--- config.mk ---
export PLATFORM = sky130hd
export DESIGN_NAME = efuse_fault_response
export DESIGN_NICKNAME = d
export VERILOG_FILES = /design/src/efuse_fault_pkg.sv /design/src/efuse_fault_response.sv
export SDC_FILE = /design/constraint.sdc
export NUM_CORES = 1
export LEC_CHECK = 0
export ABC_AREA = 1
export BUFFER_PORTS_ARGS = -buffer_cell sky130_fd_sc_hd__buf_2
export CAP_MARGIN = 20
export CORE_ASPECT_RATIO = 1.2
export CORE_MARGIN = 5
export CORE_UTILIZATION = 46
export CTS_CLUSTER_DIAMETER = 50
export DETAILED_ROUTE_END_ITERATION = 8
export MAX_ROUTING_LAYER = met4
export PLACE_DENSITY = 0.68
export SKIP_CTS_REPAIR_TIMING = 1
export SYNTH_ARGS = -nofsm -noshare
export SYNTH_HDL_FRONTEND = slang
export SYNTH_SLANG_ARGS = --single-unit
--- constraint.sdc ---
create_clock -name REF_CLK -period 3.4 [get_ports REF_CLK]
set_clock_uncertainty 0.05 [all_clocks]
set_input_delay 1.02 -clock REF_CLK [delete_from_list [all_inputs] [get_ports REF_CLK]]
set_output_delay 1.02 -clock REF_CLK [all_outputs]
set_load 0.005 [all_outputs]
--- src/efuse_fault_pkg.sv ---
package efuse_fault_pkg;

    // ************************************************
    // timing
    // ************************************************
    localparam int unsigned CLK_MHZ          = 250;
    localparam int unsigned RETRY_TIME_US    = 100;
    localparam int unsigned RETRY_CYC        = RETRY_TIME_US * CLK_MHZ;
    localparam int unsigned PGA_TIME_US      = 10;
    localparam int unsigned PGA_CYC          = PGA_TIME_US * CLK_MHZ;
    localparam int unsigned PGA_EXTRA_US     = 100;
    localparam int unsigned PGA_EXTRA_CYC    = PGA_EXTRA_US * CLK_MHZ;
    localparam int unsigned PGD_TIME_US      = 10;
    localparam int unsigned PGD_CYC          = PGD_TIME_US * CLK_MHZ;
    localparam int unsigned SC_OFF_TIME_US   = 1;
    localparam int unsigned SC_OFF_CYC       = SC_OFF_TIME_US * CLK_MHZ;
    localparam int unsigned CNT_W            = 24;

    // ************************************************
    // register map (wishbone, byte addresses)
    // ************************************************
    localparam logic [3:0] CTRL_ADDR         = 4'h0;
    localparam logic [3:0] THRESH_ADDR       = 4'h4;
    localparam logic [3:0] STATUS_ADDR       = 4'h8;
    localparam int unsigned CTRL_RETRY_BIT   = 0;
    localparam int unsigned CTRL_SCFAST_BIT  = 1;
    localparam int unsigned CTRL_PGDLY_BIT   = 2;
    localparam int unsigned CTRL_IO1_BIT     = 3;
    localparam int unsigned CTRL_IO2_BIT     = 4;
    localparam logic [4:0] CTRL_RESET        = 5'h18;
    localparam logic [7:0] THRESH_RESET      = 8'h80;

    typedef enum logic [2:0] {
        ST_OFF     = 3'b000,
        ST_INRUSH  = 3'b001,
        ST_STEADY  = 3'b010,
        ST_RETRY   = 3'b011,
        ST_LATCHED = 3'b100,
        ST_SC_OFF  = 3'b101
    } dev_state_t;

    typedef struct packed {
        logic       io2_is_fault;
        logic       io1_is_good;
        logic       good_extra_assert_delay;
        logic       short_circuit_fast_recovery;
        logic       auto_retry;
    } ctrl_t;

    typedef struct packed {
        logic       enable_ok;
        logic       enable_above_shutdown;
        logic       gate_full;
        logic       short_circuit;
        logic       other_fault;
    } sense_t;

endpackage

--- src/efuse_fault_response.sv ---
module efuse_fault_response
    import efuse_fault_pkg::*;
#(
    parameter int unsigned RETRY_CYCLES = RETRY_CYC,
    parameter int unsigned PGA_CYCLES   = PGA_CYC,
    parameter int unsigned PGA_EXTRA    = PGA_EXTRA_CYC,
    parameter int unsigned PGD_CYCLES   = PGD_CYC,
    parameter int unsigned SC_OFF_CYCLES = SC_OFF_CYC
) (
    input  wire logic        REF_CLK,        // 250 MHz clock
    input  wire logic        ARST_N,         // async reset, active low
    input  wire logic        POWER_OK,       // supply above undervoltage falling level
    input  wire logic        ENABLE_OK,      // enable above undervoltage level
    input  wire logic        ENABLE_ABOVE_SD,// enable above shutdown level
    input  wire logic        GATE_FULL,      // gate at full overdrive
    input  wire logic        SHORT_CIRCUIT,  // fast-trip event
    input  wire logic        OTHER_FAULT,    // non-short fault, latches unless auto_retry is set
    input  wire logic [7:0]  VOUT_LEVEL,     // output voltage code
    input  wire logic        SYNC_IN,        // sync line level

    input  wire logic [3:0]  WB_ADR_I,       // wishbone address
    input  wire logic [31:0] WB_DAT_I,       // wishbone write data
    output logic      [31:0] WB_DAT_O,       // wishbone read data
    input  wire logic        WB_WE_I,        // wishbone write enable
    input  wire logic [3:0]  WB_SEL_I,       // wishbone byte selects
    input  wire logic        WB_CYC_I,       // wishbone cycle
    input  wire logic        WB_STB_I,       // wishbone strobe
    output logic             WB_ACK_O,       // wishbone acknowledge

    output logic             SWITCH_ON,      // fet driver enable
    output logic             SLEW_START,     // slew-limited startup request
    output logic             CURRENT_LIMITED,// current-limited startup request
    output logic             SYNC_OUT,       // sync line drive value
    output logic             SYNC_OE_N,      // sync line drive enable, low drives
    output logic             IO1_OUT,        // general io one output value
    output logic             IO1_OE_N,       // general io one enable, low drives
    output logic             IO2_OUT,        // general io two output value
    output logic             IO2_OE_N        // general io two enable, low drives
);

    // ************************************************
    // input synchronisers
    // ************************************************
    sense_t     sense_meta;
    sense_t     sense;
    logic [1:0] pwr_sync;
    logic [1:0] sync_line;
    logic [7:0] vout_meta;
    logic [7:0] vout;

    always_ff @(posedge REF_CLK or negedge ARST_N) begin
        if (!ARST_N) begin
            sense_meta <= '0;
            sense      <= '0;
            pwr_sync   <= 2'h0;
            sync_line  <= 2'h0;
            vout_meta  <= 8'h00;
            vout       <= 8'h00;
        end else begin
            sense_meta.enable_ok             <= ENABLE_OK;
            sense_meta.enable_above_shutdown <= ENABLE_ABOVE_SD;
            sense_meta.gate_full             <= GATE_FULL;
            sense_meta.short_circuit         <= SHORT_CIRCUIT;
            sense_meta.other_fault           <= OTHER_FAULT;
            sense      <= sense_meta;
            pwr_sync   <= {pwr_sync[0], POWER_OK};
            sync_line  <= {sync_line[0], SYNC_IN};
            vout_meta  <= VOUT_LEVEL;
            vout       <= vout_meta;
        end
    end

    // ************************************************
    // registers
    // ************************************************
    ctrl_t      ctrl;
    logic [7:0] output_good_threshold;
    logic       wb_req;
    logic       wb_wr;

    assign wb_req = WB_CYC_I && WB_STB_I && !WB_ACK_O;
    // write lands at the edge where the master sees ack
    assign wb_wr  = WB_CYC_I && WB_STB_I && WB_ACK_O && WB_WE_I && WB_SEL_I[0];

    // ************************************************
    // control register
    // ************************************************

    always_ff @(posedge REF_CLK or negedge ARST_N) begin
        if (!ARST_N) begin
            ctrl <= CTRL_RESET;
        end else if (wb_wr && WB_ADR_I == CTRL_ADDR) begin
            ctrl <= WB_DAT_I[4:0];
        end
    end

    // ************************************************
    // threshold register
    // ************************************************

    always_ff @(posedge REF_CLK or negedge ARST_N) begin
        if (!ARST_N) begin
            output_good_threshold <= THRESH_RESET;
        end else if (wb_wr && WB_ADR_I == THRESH_ADDR) begin
            output_good_threshold <= WB_DAT_I[7:0];
        end
    end

    // ************************************************
    // fault state machine
    // ************************************************
    dev_state_t          state;
    dev_state_t          next_state;
    logic [CNT_W-1:0]    timer;
    logic                fault_indicator_n;
    logic                clear_event;
    logic                ext_pull;

    // ************************************************
    // clearing and external pull
    // ************************************************

    logic [2:0]          release_hist;

    // the synchronised line lags our own release by two flops,
    // so a low level is trusted only once the release has stood
    always_ff @(posedge REF_CLK or negedge ARST_N) begin
        if (!ARST_N) begin
            release_hist <= 3'h0;
        end else begin
            release_hist <= {release_hist[1:0], SYNC_OE_N};
        end
    end

    assign clear_event = !pwr_sync[1] || !sense.enable_above_shutdown;
    // external pull-low seen while we release the line
    assign ext_pull    = (state == ST_INRUSH || state == ST_STEADY) && (&release_hist) && !sync_line[1];

    // ************************************************
    // next state
    // ************************************************

    always_comb begin
        next_state = state;
        unique case (state)
            ST_OFF: begin
                if (sense.enable_ok) begin
                    next_state = ST_INRUSH;
                end
            end
            ST_INRUSH, ST_STEADY: begin
                if (!sense.enable_ok) begin
                    next_state = ST_OFF;
                end else if (sense.short_circuit && ctrl.short_circuit_fast_recovery) begin
                    next_state = ST_SC_OFF;
                end else if (sense.short_circuit || sense.other_fault || ext_pull) begin
                    next_state = ctrl.auto_retry ? ST_RETRY : ST_LATCHED;
                end else if (state == ST_INRUSH && sense.gate_full) begin
                    next_state = ST_STEADY;
                end
            end
            ST_RETRY: begin
                if (timer >= CNT_W'(RETRY_CYCLES - 1)) begin
                    next_state = ST_OFF;
                end
            end
            ST_LATCHED: next_state = ST_LATCHED;
            ST_SC_OFF: begin
                if (timer >= CNT_W'(SC_OFF_CYCLES - 1)) begin
                    next_state = ST_INRUSH;
                end
            end
            default: next_state = ST_OFF;
        endcase
        // only shutdown or power cycle clears
        if (clear_event) begin
            next_state = ST_OFF;
        end
    end

    // ************************************************
    // state register
    // ************************************************

    always_ff @(posedge REF_CLK or negedge ARST_N) begin
        if (!ARST_N) begin
            state <= ST_OFF;
        end else begin
            state <= next_state;
        end
    end

    // ************************************************
    // retry and recovery timer
    // ************************************************

    always_ff @(posedge REF_CLK or negedge ARST_N) begin
        if (!ARST_N) begin
            timer <= '0;
        end else if (next_state != state) begin
            timer <= '0;
        end else if (state == ST_RETRY || state == ST_SC_OFF) begin
            timer <= timer + 1'b1;
        end
    end

    // ************************************************
    // fault indicator
    // ************************************************

    always_ff @(posedge REF_CLK or negedge ARST_N) begin
        if (!ARST_N) begin
            fault_indicator_n <= 1'b1;
        end else begin
            fault_indicator_n <= !(next_state == ST_RETRY || next_state == ST_LATCHED);
        end
    end

    // ************************************************
    // switch and sync line
    // ************************************************

    always_ff @(posedge REF_CLK or negedge ARST_N) begin
        if (!ARST_N) begin
            SWITCH_ON <= 1'b0;
            SYNC_OUT  <= 1'b0;
            SYNC_OE_N <= 1'b0;
        end else begin
            SWITCH_ON <= next_state == ST_INRUSH || next_state == ST_STEADY;
            SYNC_OUT  <= 1'b0;
            SYNC_OE_N <= next_state == ST_INRUSH || next_state == ST_STEADY;
        end
    end

    // ************************************************
    // startup style
    // ************************************************

    always_ff @(posedge REF_CLK or negedge ARST_N) begin
        if (!ARST_N) begin
            SLEW_START      <= 1'b0;
            CURRENT_LIMITED <= 1'b0;
        end else if (next_state == ST_INRUSH && state != ST_INRUSH) begin
            SLEW_START      <= state != ST_SC_OFF;
            CURRENT_LIMITED <= state == ST_SC_OFF;
        end else if (next_state != ST_INRUSH) begin
            SLEW_START      <= 1'b0;
            CURRENT_LIMITED <= 1'b0;
        end
    end

    // ************************************************
    // power good with deglitch
    // ************************************************
    logic             power_good_out;
    logic             good_raw;
    logic [CNT_W-1:0] good_cnt;
    logic [CNT_W-1:0] good_assert_cyc;

    // ************************************************
    // raw condition
    // ************************************************

    // raw good, a short circuit drops it by taking the state out of steady
    assign good_raw = state == ST_STEADY
                   && !sense.other_fault
                   && vout >= output_good_threshold;
    assign good_assert_cyc = ctrl.good_extra_assert_delay ? CNT_W'(PGA_CYCLES + PGA_EXTRA)
                                                          : CNT_W'(PGA_CYCLES);

    // ************************************************
    // deglitch
    // ************************************************

    always_ff @(posedge REF_CLK or negedge ARST_N) begin
        if (!ARST_N) begin
            good_cnt       <= '0;
            power_good_out <= 1'b0;
        end else if (good_raw == power_good_out) begin
            good_cnt <= '0;
        end else if (good_cnt >= (power_good_out ? CNT_W'(PGD_CYCLES - 1) : good_assert_cyc - 1'b1)) begin
            good_cnt       <= '0;
            power_good_out <= good_raw;
        end else begin
            good_cnt <= good_cnt + 1'b1;
        end
    end

    // ************************************************
    // pin mapping, open drain
    // ************************************************

    // general io one carries power good by default
    always_ff @(posedge REF_CLK or negedge ARST_N) begin
        if (!ARST_N) begin
            IO1_OUT  <= 1'b0;
            IO1_OE_N <= 1'b0;
        end else begin
            IO1_OUT  <= 1'b0;
            IO1_OE_N <= ctrl.io1_is_good ? power_good_out : 1'b1;
        end
    end

    // general io two carries the fault indicator by default
    always_ff @(posedge REF_CLK or negedge ARST_N) begin
        if (!ARST_N) begin
            IO2_OUT  <= 1'b0;
            IO2_OE_N <= 1'b1;
        end else begin
            IO2_OUT  <= 1'b0;
            IO2_OE_N <= ctrl.io2_is_fault ? fault_indicator_n : 1'b1;
        end
    end

    // ************************************************
    // wishbone read and ack
    // ************************************************
    always_ff @(posedge REF_CLK or negedge ARST_N) begin
        if (!ARST_N) begin
            WB_ACK_O <= 1'b0;
        end else begin
            WB_ACK_O <= wb_req;
        end
    end

    // read data registered so it stands through the ack cycle
    always_ff @(posedge REF_CLK or negedge ARST_N) begin
        if (!ARST_N) begin
            WB_DAT_O <= 32'h0;
        end else if (wb_req && !WB_WE_I) begin
            unique case (WB_ADR_I)
                CTRL_ADDR:   WB_DAT_O <= {27'h0, ctrl};
                THRESH_ADDR: WB_DAT_O <= {24'h0, output_good_threshold};
                STATUS_ADDR: WB_DAT_O <= {26'h0, power_good_out, fault_indicator_n, 1'b0, state};
                default:     WB_DAT_O <= 32'h0;
            endcase
        end
    end

endmodule

* Yosys cells after proc, flatten, opt, wreduce, memory -nomap -nowiden
Cells that the tools add are included.
Word-level totals: output and inout bits 42, bits in writable memories 0, ROM bits 0, memories 0, bits in latches 0, register bits after elaboration 137, logic and storage cells 115
Cells by class: add/sub/neg operators 3, bitwise operators 1, multiplexer cells 22, reductions and logical operators 36, $lt $le $gt $ge 4, equality and inequality tests 16, multipliers 0, shift operators 0, divide/modulo/power cells 0
Operator list (count):
- 24-bit 2-to-1 mux | 5
- 24-bit by 1-bit adder with 24-bit output, second input constant | 2
- 3-bit 2-to-1 mux | 9
- 24-bit by 15-bit greater-or-equal comparator with 1-bit output, second input constant | 1
- 24-bit greater-or-equal comparator | 1
- 24-bit by 8-bit greater-or-equal comparator with 1-bit output, second input constant | 1
- 8-bit one-hot mux with 3 select lines | 1
- 15-bit by 1-bit subtractor with 16-bit output, second input constant | 1
- 1-bit logical AND | 15
- 15-bit 2-to-1 mux | 1
- 3-bit one-hot mux with 5 select lines | 1
- 3-bit by 2-bit equality test with 1-bit output, second input constant | 4
- 3-bit equality test, second input constant | 3
- 8-bit greater-or-equal comparator | 1
- 1-bit zero test | 7
- 1-bit logical OR | 7
- 3-bit by 1-bit equality test with 1-bit output, second input constant | 2
- 3-bit by 1-bit != test with 1-bit output, second input constant | 2
- 1-bit 2-to-1 mux | 5
- 4-bit by 3-bit equality test with 1-bit output, second input constant | 1
- 4-bit equality test, second input constant | 1
- 4-bit zero test | 1
- 2-bit nonzero test | 2
- 3-bit zero test | 1
- other kinds (7) | 7

* Logic depth before layout (Yosys ltp)
Gate-level depths: netlist (run 1).
depth in word-level cells 13, gate-level depth with buffers 17, gate-level depth less buffers 16

* Least setup slack after synthesis (run 1)
No wires, ideal clock.
path kind flip-flop to flip-flop, from register power_good_out, to register good_cnt[12], path buffers 1, clock period less this slack 2.200 ns, data required time 3.229 ns, stages on the path, launching flop included 14, data arrival time 2.028 ns, library setup time 0.121 ns, path slack 1.200 ns, path through dfrtp_1 inv_1 nand2_1 ha_1 nand2_1 nor3b_1 nand3_1 nor2_1 o21ai_0 nand2_1 a21oi_1 o21ai_1 buf_2 nor2_1
On the way: word-level cells in the longest chain between the ends 4, elaborated cells on any way between the ends 5, those cells by class 1 x order compare; 1 x eq/ne; 3 x mux
RTL lines:
- start, declared | line efuse_fault_response.sv:255 | logic power_good_out;
- start signal, assigned | line efuse_fault_response.sv:283 | power_good_out <= good_raw;
- 24-bit 2-to-1 mux | line efuse_fault_response.sv:281 | end else if (good_cnt >= (power_good_out ? CNT_W'(PGD_CYCLES - 1) : good_assert_cyc - 1'b1)) begin
- 24-bit greater-or-equal comparator | line efuse_fault_response.sv:281
- 24-bit 2-to-1 mux | line efuse_fault_response.sv:281
- 24-bit 2-to-1 mux * | line efuse_fault_response.sv:279 | end else if (good_raw == power_good_out) begin
- end signal, assigned | line efuse_fault_response.sv:285 | good_cnt <= good_cnt + 1'b1;
- end, declared | line efuse_fault_response.sv:257 | logic [CNT_W-1:0] good_cnt;
Mark *: on every way between the ends. The rest lies on a longest branch, timed or not. A chain may end at the register's enable or synchronous reset.

* Worst setup path in the final report (run 1)
from register power_good_out, to register good_cnt[10]
Same word-level chain as after synthesis.

==> flow_summary.json, run 1 <==
{
  "synthCells": 590,
  "fillers": 1037,
  "drt_first_iter_violations": 162,
  "rows": 43,
  "avgSynthCellArea_um2": 9.34,
  "maxCapViolCount": 0,
  "synth.area.mux_share_pct": 0,
  "netlist_area_um2": 5510,
  "placed_cell_area_um2": 5820,
  "worstSetupEndpointType": "flip-flop",
  "routabilityCongestion": 0.869,
  "start_kind": "flip-flop",
  "grt_remaining_overflow": 0,
  "yosysSeqAreaShare_pct": 51.4,
  "critPathRequiredTime_ns": 3.63,
  "fin_area_um2": 6430,
  "vias": 3967,
  "final_core_util_pct": 55.1,
  "antenna_found_initial": 0,
  "leakage_uw": 0.00305,
  "critPathKind": "reg -> reg",
  "ys_ff_latch": 113,
  "maxSlewViolCount": 0,
  "cts-root-buf": "clkbuf_16",
  "fin_ws_ns": 0.934,
  "outcome": "completed",
  "arrival_ns": 2.70,
  "drcViolationCount": 0,
  "tightest_slew_ns": 0.739,
  "avgViaCountPerCell": 4.79,
  "cts_buffers": 17,
  "grt_use_total_pct": 16.9,
  "irDropWorstVdd_uv": 428,
  "synth_top_family_by_area": "simple AND/OR/NAND/NOR gates",
  "initial_core_util_pct": 47.2,
  "wire_per_inst_um": 12.8,
  "synth_xor_xnor_area_share_pct": 3.50,
  "antenna_cells": 0,
  "grt_first_pass_wirelength_mm": 18.4,
  "cts_sinks": 113,
  "final_common_cell": "dfrtp_1",
  "clk_pin_slew_worst_paths_ns": 0.06,
  "io_buffer_count": 47,
  "drive_gt1_share_pct": 20.6,
  "dieArea_um2": 14300,
  "min_period_over_period_pct": 72.5,
  "setup_violations": 0,
  "layout_common_cells": "dfrtp_1 (108), nand2_1 (100), nor2_1 (75), inv_1 (67), buf_2 (46)",
  "area_growth_pct": 16.7,
  "cts.htree.levels": 4,
  "core_um2": 11700,
  "grt_max_degree": 60,
  "rsz0062_at_grt": "false",
  "crit_path_max_fanout": 16,
  "dp_hpwl_mm": 7.64,
  "nets": 736,
  "synthSimpleGateAreaFrac_pct": 24.4,
  "die-width_um": 110,
  "pre_cts_slack_ns": 0.852,
  "hold_ws_ns": 0.298,
  "wl_mm": 10.6,
  "synth_cell_types": 42,
  "synth_adder_area_share_pct": 4.09,
  "drtPass1Iterations": 4,
  "synth-warning-count": 0,
  "worstHoldPathType": "reg -> reg",
  "maxSlewHeadroom_pct": 50.7,
  "synth_compound_area_share_pct": 6.56,
  "hold_viol": 0,
  "cts_tree": "built",
  "die_height_um": 130,
  "fmax_ghz": 0.405,
  "ant_nets": 0,
  "tns_ns": 0,
  "cts_max_path_buffers": 2,
  "fin_crit_ns": 2.47,
  "power_density_nw_per_um2": 520,
  "ioPinCount": 102,
  "grt_pass1_vias": 4049,
  "clk_latency_ns": 0.40
}
==> area by class of cell <==
type	count	area (µm²)	share of cell area, %
repair buffers	50	273	4.24
flip-flops and latches	113	2830	44.1
clock buffers	18	429	6.67
multi-input cells	406	2260	35.1
inverters	70	263	4.08
clock inverters	14	180	2.80
well taps	157	196	3.05
==> Yosys cell counts (all sizes together) <==
cell type,instances,area share [%]
or2,1,0.11
nor2,99,9.7
nand2,114,8.5
a21o,2,0.27
xnor2,3,0.48
xor2,19,3.0
and3,1,0.11
nor4,3,0.34
nor3b,1,0.14
a221oi,1,0.16
conb,1,0.068
a21boi,1,0.20
nor3,10,1.1
o22ai,6,0.68
nand4,9,1.2
ha,18,4.1
nand3,29,3.1
buf,33,5.0
dfstp,5,2.4
dfrtp,108,49
clkbuf,2,0.14
o211ai,1,0.14
a21oi,18,1.7
o2111ai,1,0.16
a31oi,4,0.45
inv,70,4.8
o21ai,30,2.8
==> cell families after synthesis <==
family / Yosys count
and+or+nand+nor: 267
DFF: 113
buffers and inverters: 105
AOI/OAI and AO/OA: 64
xor gates and xnor gates: 22
adders and majority gates: 18
other: 1
==> sequential cells by signal, indices dropped and copies added, names as in the netlist, 5 cells and up <==
signal                 flops
good_cnt                  24
timer                     24
WB_DAT_O                   8
output_good_threshold      8
vout                       8
vout_meta                  8
ctrl                       5
sense                      5
sense_meta                 5
==> worst paths after layout <==
check                                                start                                   end  slack (ns)  cells after the start
min in group asynchronous                           ARST_N  output_good_threshold[4]$_DFFE_PN0P_        0.64                      1
worst min-delay path                vout_meta[4]$_DFF_PN0_                     vout[4]$_DFF_PN0_        0.30                      0
worst max-delay path            power_good_out$_DFFE_PN0P_                good_cnt[10]$_DFF_PN0_        0.93                     13
worst min register to register      vout_meta[4]$_DFF_PN0_                     vout[4]$_DFF_PN0_        0.30                      0
max in group asynchronous                           ARST_N                  timer[0]$_DFFE_PN0P_        1.95                      2
worst max register to register  power_good_out$_DFFE_PN0P_                good_cnt[10]$_DFF_PN0_        0.93                     13
==> metrics by stage <==
stage	power, µW	std cells
finish	3350	828
global route	3470	828
CTS	3380	828
detailed placement	1560	796
global placement	1550	796
floorplan	1520	624
==> critical path, cell delays in order, from the launching register on <==
cell and delay [ns]:
dfrtp_1 0.37, inv_1 0.17, nand2_1 0.23, ha_1 0.34, nand2_1 0.06, nor3b_1 0.28, nand3_1 0.11, nor2_1 0.11
o21ai_0 0.09, nand2_1 0.12, a21oi_1 0.05, o21ai_1 0.07, buf_4 0.22, nor2_1 0.06
==> where the power goes <==
| part | internal [µW] | switching (µW) | total [µW] |
|---|---|---|---|
| logic | 40.3 | 96.9 | 137 |
| registers | 1380 | 15.6 | 1400 |
| clock network | 1160 | 648 | 1810 |
==> layer usage <==
metal / track usage [%] / vias up / share of wire, %
met5: - / - / 0
met4: 7.78 / 0 / 2.2
met1: 19.7 / 1912 / 42
met3: 3.56 / 17 / 2.9
li1: - / 1958 / -
met2: 27.8 / 80 / 52
(Power assumes the default switching activity.)
==> run 2, diff against run 1 <==
==> constraint.sdc (replaced) <==
create_clock -name REF_CLK -period 2.5 [get_ports REF_CLK]
set_clock_uncertainty 0.05 [all_clocks]
set_input_delay 0.75 -clock REF_CLK [delete_from_list [all_inputs] [get_ports REF_CLK]]
set_output_delay 0.75 -clock REF_CLK [all_outputs]
set_load 0.005 [all_outputs]
==> run 2 against run 1 <==
Effect of this change:
- die area unchanged
- clock-buffer cell count down 1
- largest cell class unchanged
- maximum frequency up 11%
- flip-flop and latch count unchanged
- highest routed layer unchanged
- clock power up 28%
- sequential power up 36%
- worst hold slack worse by 0.034 ns
- combinational power up 49%
- global-route usage about the same
- register-to-register slack worse by 0.65 ns
- critical endpoint is now good_cnt[14]$_DFF_PN0_
==> flow_summary.json, run 2 (synthesis results as in run 1) <==
{
  "grt_use_total_pct": 16.9,
  "slowest_stage": "dfrtp_1",
  "grt_remaining_overflow": 0,
  "dp_hpwl_mm": 7.71,
  "die_height_um": 130,
  "fin_crit_ns": 2.22,
  "maxSlewViolCount": 0,
  "setup_violations": 0,
  "rows": 43,
  "fin_ws_ns": 0.281,
  "grt_pass1_vias": 4170,
  "power_density_nw_per_um2": 682,
  "fillers": 1014,
  "critPathRequiredTime_ns": 2.74,
  "leakage_uw": 0.00310,
  "clk_pin_slew_worst_paths_ns": 0.06,
  "wl_mm": 10.3,
  "ant_nets": 0,
  "avgViaCountPerCell": 4.74,
  "critPathMaxStageDelay_ns": 0.39,
  "rrSetupSlack_ns": 0.28,
  "area_growth_pct": 17.7,
  "critPathMostFrequentCell": "nand2_1",
  "initial_core_util_pct": 47.2,
  "outcome": "completed",
  "tightest_slew_ns": 0.518,
  "cp-startpoint": "power_good_out$_DFFE_PN0P_",
  "routabilityCongestion": 0.831,
  "drive_gt1_share_pct": 21.4,
  "clk_latency_ns": 0.41,
  "cts_sinks": 113,
  "io_buffer_count": 47,
  "grt_max_degree": 41,
  "arrival_ns": 2.45,
  "cts_max_path_buffers": 2,
  "min_period_over_period_pct": 88.7,
  "irDropWorstVdd_uv": 631,
  "cts_tree": "built",
  "worstSetupEndpointType": "flip-flop",
  "multiInputGateArea_um2": 2260,
  "final_common_cell": "dfrtp_1",
  "finalNonFillerCells": 833,
  "worstHoldPathType": "in -> async",
  "layout_common_cells": "dfrtp_1 (108), nand2_1 (100), nor2_1 (75), inv_1 (66), buf_2 (46)",
  "grt_first_pass_wirelength_mm": 18.5,
  "fmax_ghz": 0.451,
  "die-width_um": 110,
  "start_kind": "flip-flop",
  "drt_first_iter_violations": 204,
  "reg2reg_from": "power_good_out$_DFFE_PN0P_",
  "register_area_um2": 2830,
  "critPathCapture": "good_cnt[14]$_DFF_PN0_",
  "place_inst": 801,
  "drcViolationCount": 0,
  "antenna_cells": 0,
  "tns_ns": 0,
  "dieArea_um2": 14300,
  "hold_viol": 0,
  "wire_per_inst_um": 12.4,
  "vias": 3947,
  "cts_buffers": 17,
  "reg2reg_to": "good_cnt[14]$_DFF_PN0_",
  "critPathKind": "reg -> reg",
  "cts.htree.levels": 4,
  "crit_path_max_fanout": 16,
  "ioPinCount": 102,
  "rsz0062_at_grt": "false",
  "pre_cts_slack_ns": 0.203,
  "antenna_found_initial": 0,
  "cp_cell_sequence": "inv_2 -> nand2_1 -> ha_1 -> nand2_1 -> nor3b_1 -> nand3_1 -> nor2_1 -> o21ai_1 -> nand2_1 -> a21oi_1 -> o21ai_1 -> buf_12 -> nor2_1",
  "largestRegisters": "good_cnt x24, timer x24",
  "core_um2": 11700,
  "reg2reg_depth": 13,
  "maxCapViolCount": 0,
  "nets": 741,
  "cts-root-buf": "clkbuf_16",
  "drtPass1Iterations": 4,
  "maxSlewHeadroom_pct": 65.4
}
## run 2: cell count changes in the layout (fill, tap and decap cells not counted), moves of 2 or more
cell / delta
buf_12: +4
clkinvlp_4: -4
bufinv_16: -2
clkinv_2: +2
inv_6: +2
inv_8: +2
## run 2: final cells by class
class	count	area share [%]
Sequential cell	113	43.7
Clock inverter	15	2.30
Clock buffer	17	6.56
Timing Repair Buffer	55	5.56
Tap cell	157	3.03
Inverter	70	4.05
Multi-Input combinational cell	406	34.8
## run 2: how the worst min path moves through the flow
stage,startpoint,endpoint,depth (start not counted)
6_report,ARST_N,WB_DAT_O[5]$_DFFE_PN0P_,1
5_1_grt,ARST_N,output_good_threshold[5]$_DFFE_PN0P_,1
4_1_cts,ARST_N,output_good_threshold[6]$_DFFE_PN0P_,1
3_5_place_dp,sync_line[0]$_DFF_PN0_,sync_line[1]$_DFF_PN0_,0
3_3_place_gp,vout_meta[1]$_DFF_PN0_,vout[1]$_DFF_PN0_,0
2_1_floorplan,pwr_sync[0]$_DFF_PN0_,pwr_sync[1]$_DFF_PN0_,0
## run 2: routing by layer
layer / part of all wire, % / wire length, µm / vias to the layer above / GRT usage (%)
met3: 4.3 / 443 / 16 / 4.16
met2: 52 / 5320 / 76 / 27.8
met5: 0 / 0 / - / -
met1: 42 / 4370 / 1885 / 19.8
met4: 1.8 / 184 / 0 / 6.68
li1: - / - / 1970 / -
## run 2: per-stage QoR
| stage | hold WS, ns | cell area [µm²] | power [µW] | utilization [%] |
|---|---|---|---|---|
| global route | 0.298 | 6480 | 4600 | 55.5 |
| detailed placement | 0.285 | 5910 | 2140 | 50.6 |
| finish | 0.264 | 6480 | 4420 | 55.5 |
| CTS | 0.282 | 6480 | 4460 | 55.5 |
| global placement | 0.283 | 5910 | 2130 | 50.6 |
| floorplan | 0.281 | 5640 | 2070 | - |
## run 2: where the power goes
group | internal, µW | total, µW | switching (µW)
logic | 69.3 | 204 | 134
registers | 1880 | 1900 | 20.6
clock network | 1400 | 2320 | 920
total | 3350 | 4420 | 1080
## run 2: critical path: cells and delay by family (launching register included)
family / cells / cell delay (ns)
flip-flops: 1 / 0.39
buffers and inverters: 2 / 0.29
AO/OA/AOI/OAI: 3 / 0.26
AND/OR/NAND/NOR: 7 / 0.81
adder cells (fa/ha/maj): 1 / 0.29
==> run 3, diff against run 2 <==
--- a/config.mk
+++ b/config.mk
@@ -7,14 +7,13 @@
 export LEC_CHECK = 0
 export ABC_AREA = 1
 export BUFFER_PORTS_ARGS = -buffer_cell sky130_fd_sc_hd__buf_2
-export CAP_MARGIN = 20
 export CORE_ASPECT_RATIO = 1.2
 export CORE_MARGIN = 5
 export CORE_UTILIZATION = 46
 export CTS_CLUSTER_DIAMETER = 50
 export DETAILED_ROUTE_END_ITERATION = 8
 export MAX_ROUTING_LAYER = met4
-export PLACE_DENSITY = 0.68
+export PLACE_DENSITY_LB_ADDON = 0.2
 export SKIP_CTS_REPAIR_TIMING = 1
 export SYNTH_ARGS = -nofsm -noshare
 export SYNTH_HDL_FRONTEND = slang
==> constraint.sdc (replaced) <==
create_clock -name REF_CLK -period 2.5 [get_ports REF_CLK]
set_clock_uncertainty 0.05 [all_clocks]
set_input_delay 0.375 -clock REF_CLK [delete_from_list [all_inputs] [get_ports REF_CLK]]
set_output_delay 0.375 -clock REF_CLK [all_outputs]
set_load 0.005 [all_outputs]
==> run 3 against run 2 <==
Effect of this change:
- total power is 0.66% higher
- global-route usage up 0.13 points
- worst setup slack improved by 0.0064 ns
- clock power hardly changed
- critical path depth up 2
- largest power group unchanged
- worst hold slack got worse by 0.25 ns
- cell area increased by 1.1%
- register-to-register slack hardly changed
- via count grew 1.6%
- combinational power about the same
==> flow_summary.json, run 3 (synthesis results as in run 1) <==
{
  "outcome": "completed",
  "crit_buf_inv": 2,
  "slowest_stage": "dfrtp_1",
  "die_height_um": 130,
  "irDropWorstVdd_uv": 556,
  "wire_per_inst_um": 12.8,
  "clkPwrFrac_pct": 52.6,
  "hold_viol": 0,
  "ant_nets": 0,
  "reg2reg_from": "state[2]$_DFF_PN0_",
  "clk_latency_ns": 0.41,
  "worstSetupEndpointType": "flip-flop",
  "maxSlewViolCount": 0,
  "wl_mm": 10.8,
  "crit_path_max_fanout": 10,
  "avgViaCountPerCell": 4.76,
  "power_density_nw_per_um2": 679,
  "cts_sinks": 113,
  "reg2reg_depth": 15,
  "critPathMostFrequentCell": "nand2_1",
  "grt_max_degree": 52,
  "power_uw": 4450,
  "rows": 43,
  "hold_ws_ns": 0.0122,
  "clk_pin_slew_worst_paths_ns": 0.06,
  "largestRegisters": "good_cnt x24, timer x24",
  "critPathRequiredTime_ns": 2.75,
  "initial_core_util_pct": 47.2,
  "ioPinCount": 102,
  "cts-root-buf": "clkbuf_16",
  "antenna_cells": 0,
  "min_from": "VOUT_LEVEL[5]",
  "routabilityCongestion": 0.868,
  "hold_path_depth": 1,
  "cts_buffers": 17,
  "final_common_cell": "dfrtp_1",
  "finalNonFillerCells": 842,
  "drtPass1Iterations": 4,
  "crit_family": "simple AND/OR/NAND/NOR gates",
  "layout_common_cells": "dfrtp_1 (108), nand2_1 (100), nor2_1 (75), inv_1 (67), buf_2 (46)",
  "maxCapViolCount": 0,
  "io_buffer_count": 47,
  "leakage_uw": 0.00311,
  "dieArea_um2": 14300,
  "antenna_found_initial": 0,
  "drive_gt1_share_pct": 21.0,
  "setup_violations": 0,
  "fin_crit_ns": 2.21,
  "place_inst": 802,
  "tns_ns": 0,
  "min_period_over_period_pct": 88.5,
  "cp_cell_sequence": "inv_2 -> nand3_2 -> nand2_2 -> nand2_2 -> nand2_2 -> nand2_1 -> nand3_1 -> nand2_1 -> nand3_1 -> nand2_1 -> nand2_1 -> nand2_1 -> nand2_4 -> buf_4 -> nor2_1",
  "nets": 750,
  "min_to": "vout_meta[5]$_DFF_PN0_",
  "cts.htree.levels": 4,
  "drt_first_iter_violations": 187,
  "p_sw_share_pct": 23.0,
  "power.net_switching_uw": 1030,
  "cts_tree": "built",
  "grt_use_total_pct": 17.0,
  "vias": 4010,
  "p_seq_share_pct": 42.7,
  "drcViolationCount": 0,
  "area_growth_pct": 18.9,
  "maxSlewHeadroom_pct": 66.6,
  "grt_first_pass_wirelength_mm": 18.1,
  "start_kind": "flip-flop",
  "tightest_slew_ns": 0.500,
  "rrSetupSlack_ns": 0.29,
  "grt_pass1_vias": 4134,
  "fillers": 1065,
  "p_comb_share_pct": 4.7,
  "core_um2": 11700,
  "reg2reg_to": "timer[5]$_DFFE_PN0P_",
  "rsz0062_at_grt": "false",
  "p_int_uw": 3430,
  "critPathMaxStageDelay_ns": 0.42,
  "dp_hpwl_mm": 7.93,
  "critPathKind": "reg -> reg",
  "arrival_ns": 2.46,
  "die-width_um": 110,
  "fmax_ghz": 0.452,
  "grt_remaining_overflow": 0,
  "worstHoldPathType": "in -> reg",
  "cts_max_path_buffers": 2
}
[run 3: cell types whose count changed in the layout (fill, tap and decap cells not counted), moves of 2 or more]
cell,previous run,this run
buf_12,5,3
buf_4,4,7
clkinvlp_4,1,4
dlygate4sd3_1,0,8
inv_6,7,5
inv_8,2,0
[run 3: final cells by class]
class	count	area (µm²)	area share, %
sequential	113	2830	43.2
multi-input combinational	406	2260	34.4
clock buffer	18	429	6.55
timing repair buffer	64	423	6.45
inverter	70	263	4.01
tap	157	196	3.00
clock inverter	14	153	2.33
[run 3: worst max path at each step]
stage | from | to | slack [ns] | cells after the start
5_1_grt | state[1]$_DFF_PN0_ | timer[5]$_DFFE_PN0P_ | 0.08 | 14
3_3_place_gp | timer[0]$_DFFE_PN0P_ | timer[6]$_DFFE_PN0P_ | 0.33 | 16
6_report | state[2]$_DFF_PN0_ | timer[5]$_DFFE_PN0P_ | 0.29 | 15
3_5_place_dp | power_good_out$_DFFE_PN0P_ | good_cnt[13]$_DFF_PN0_ | 0.28 | 13
4_1_cts | power_good_out$_DFFE_PN0P_ | good_cnt[10]$_DFF_PN0_ | 0.27 | 13
2_1_floorplan | power_good_out$_DFFE_PN0P_ | good_cnt[12]$_DFF_PN0_ | 0.30 | 13
[run 3: worst register-to-register path, cell delays in order (launching register included)]
cell and delay, ns:
dfrtp_1 0.42, inv_2 0.21, nand3_2 0.13, nand2_2 0.07, nand2_2 0.07, nand2_2 0.08, nand2_1 0.05, nand3_1 0.07
nand2_1 0.07, nand3_1 0.09, nand2_1 0.11, nand2_1 0.08, nand2_1 0.08, nand2_4 0.21, buf_4 0.24, nor2_1 0.06
[run 3: power by group through the flow]
stage | Sequential (µW) | Combinational [µW] | Clock, µW
floorplan | 1930 | 140 | 0
global placement | 1930 | 195 | 0
detailed placement | 1930 | 201 | 0
CTS | 1900 | 201 | 2390
global route | 1900 | 236 | 2480
finish | 1900 | 207 | 2340
[run 3: stage by stage]
stage / cell area (µm²) / worst slack, ns / utilization (%)
after floorplan: 5640 / 0.300 / -
after global placement: 5890 / 0.334 / 50.5
after detailed placement: 5890 / 0.279 / 50.5
after CTS: 6470 / 0.270 / 55.5
after global routing: 6560 / 0.0772 / 56.1
final: 6560 / 0.288 / 56.1
[run 3: metal layers]
layer	vias up	track usage (%)	routed length, µm
met5	-	-	0
met4	0	7.92	275
met3	23	4.65	478
met2	85	28.5	5650
met1	1918	18.7	4400
li1	1984	-	-
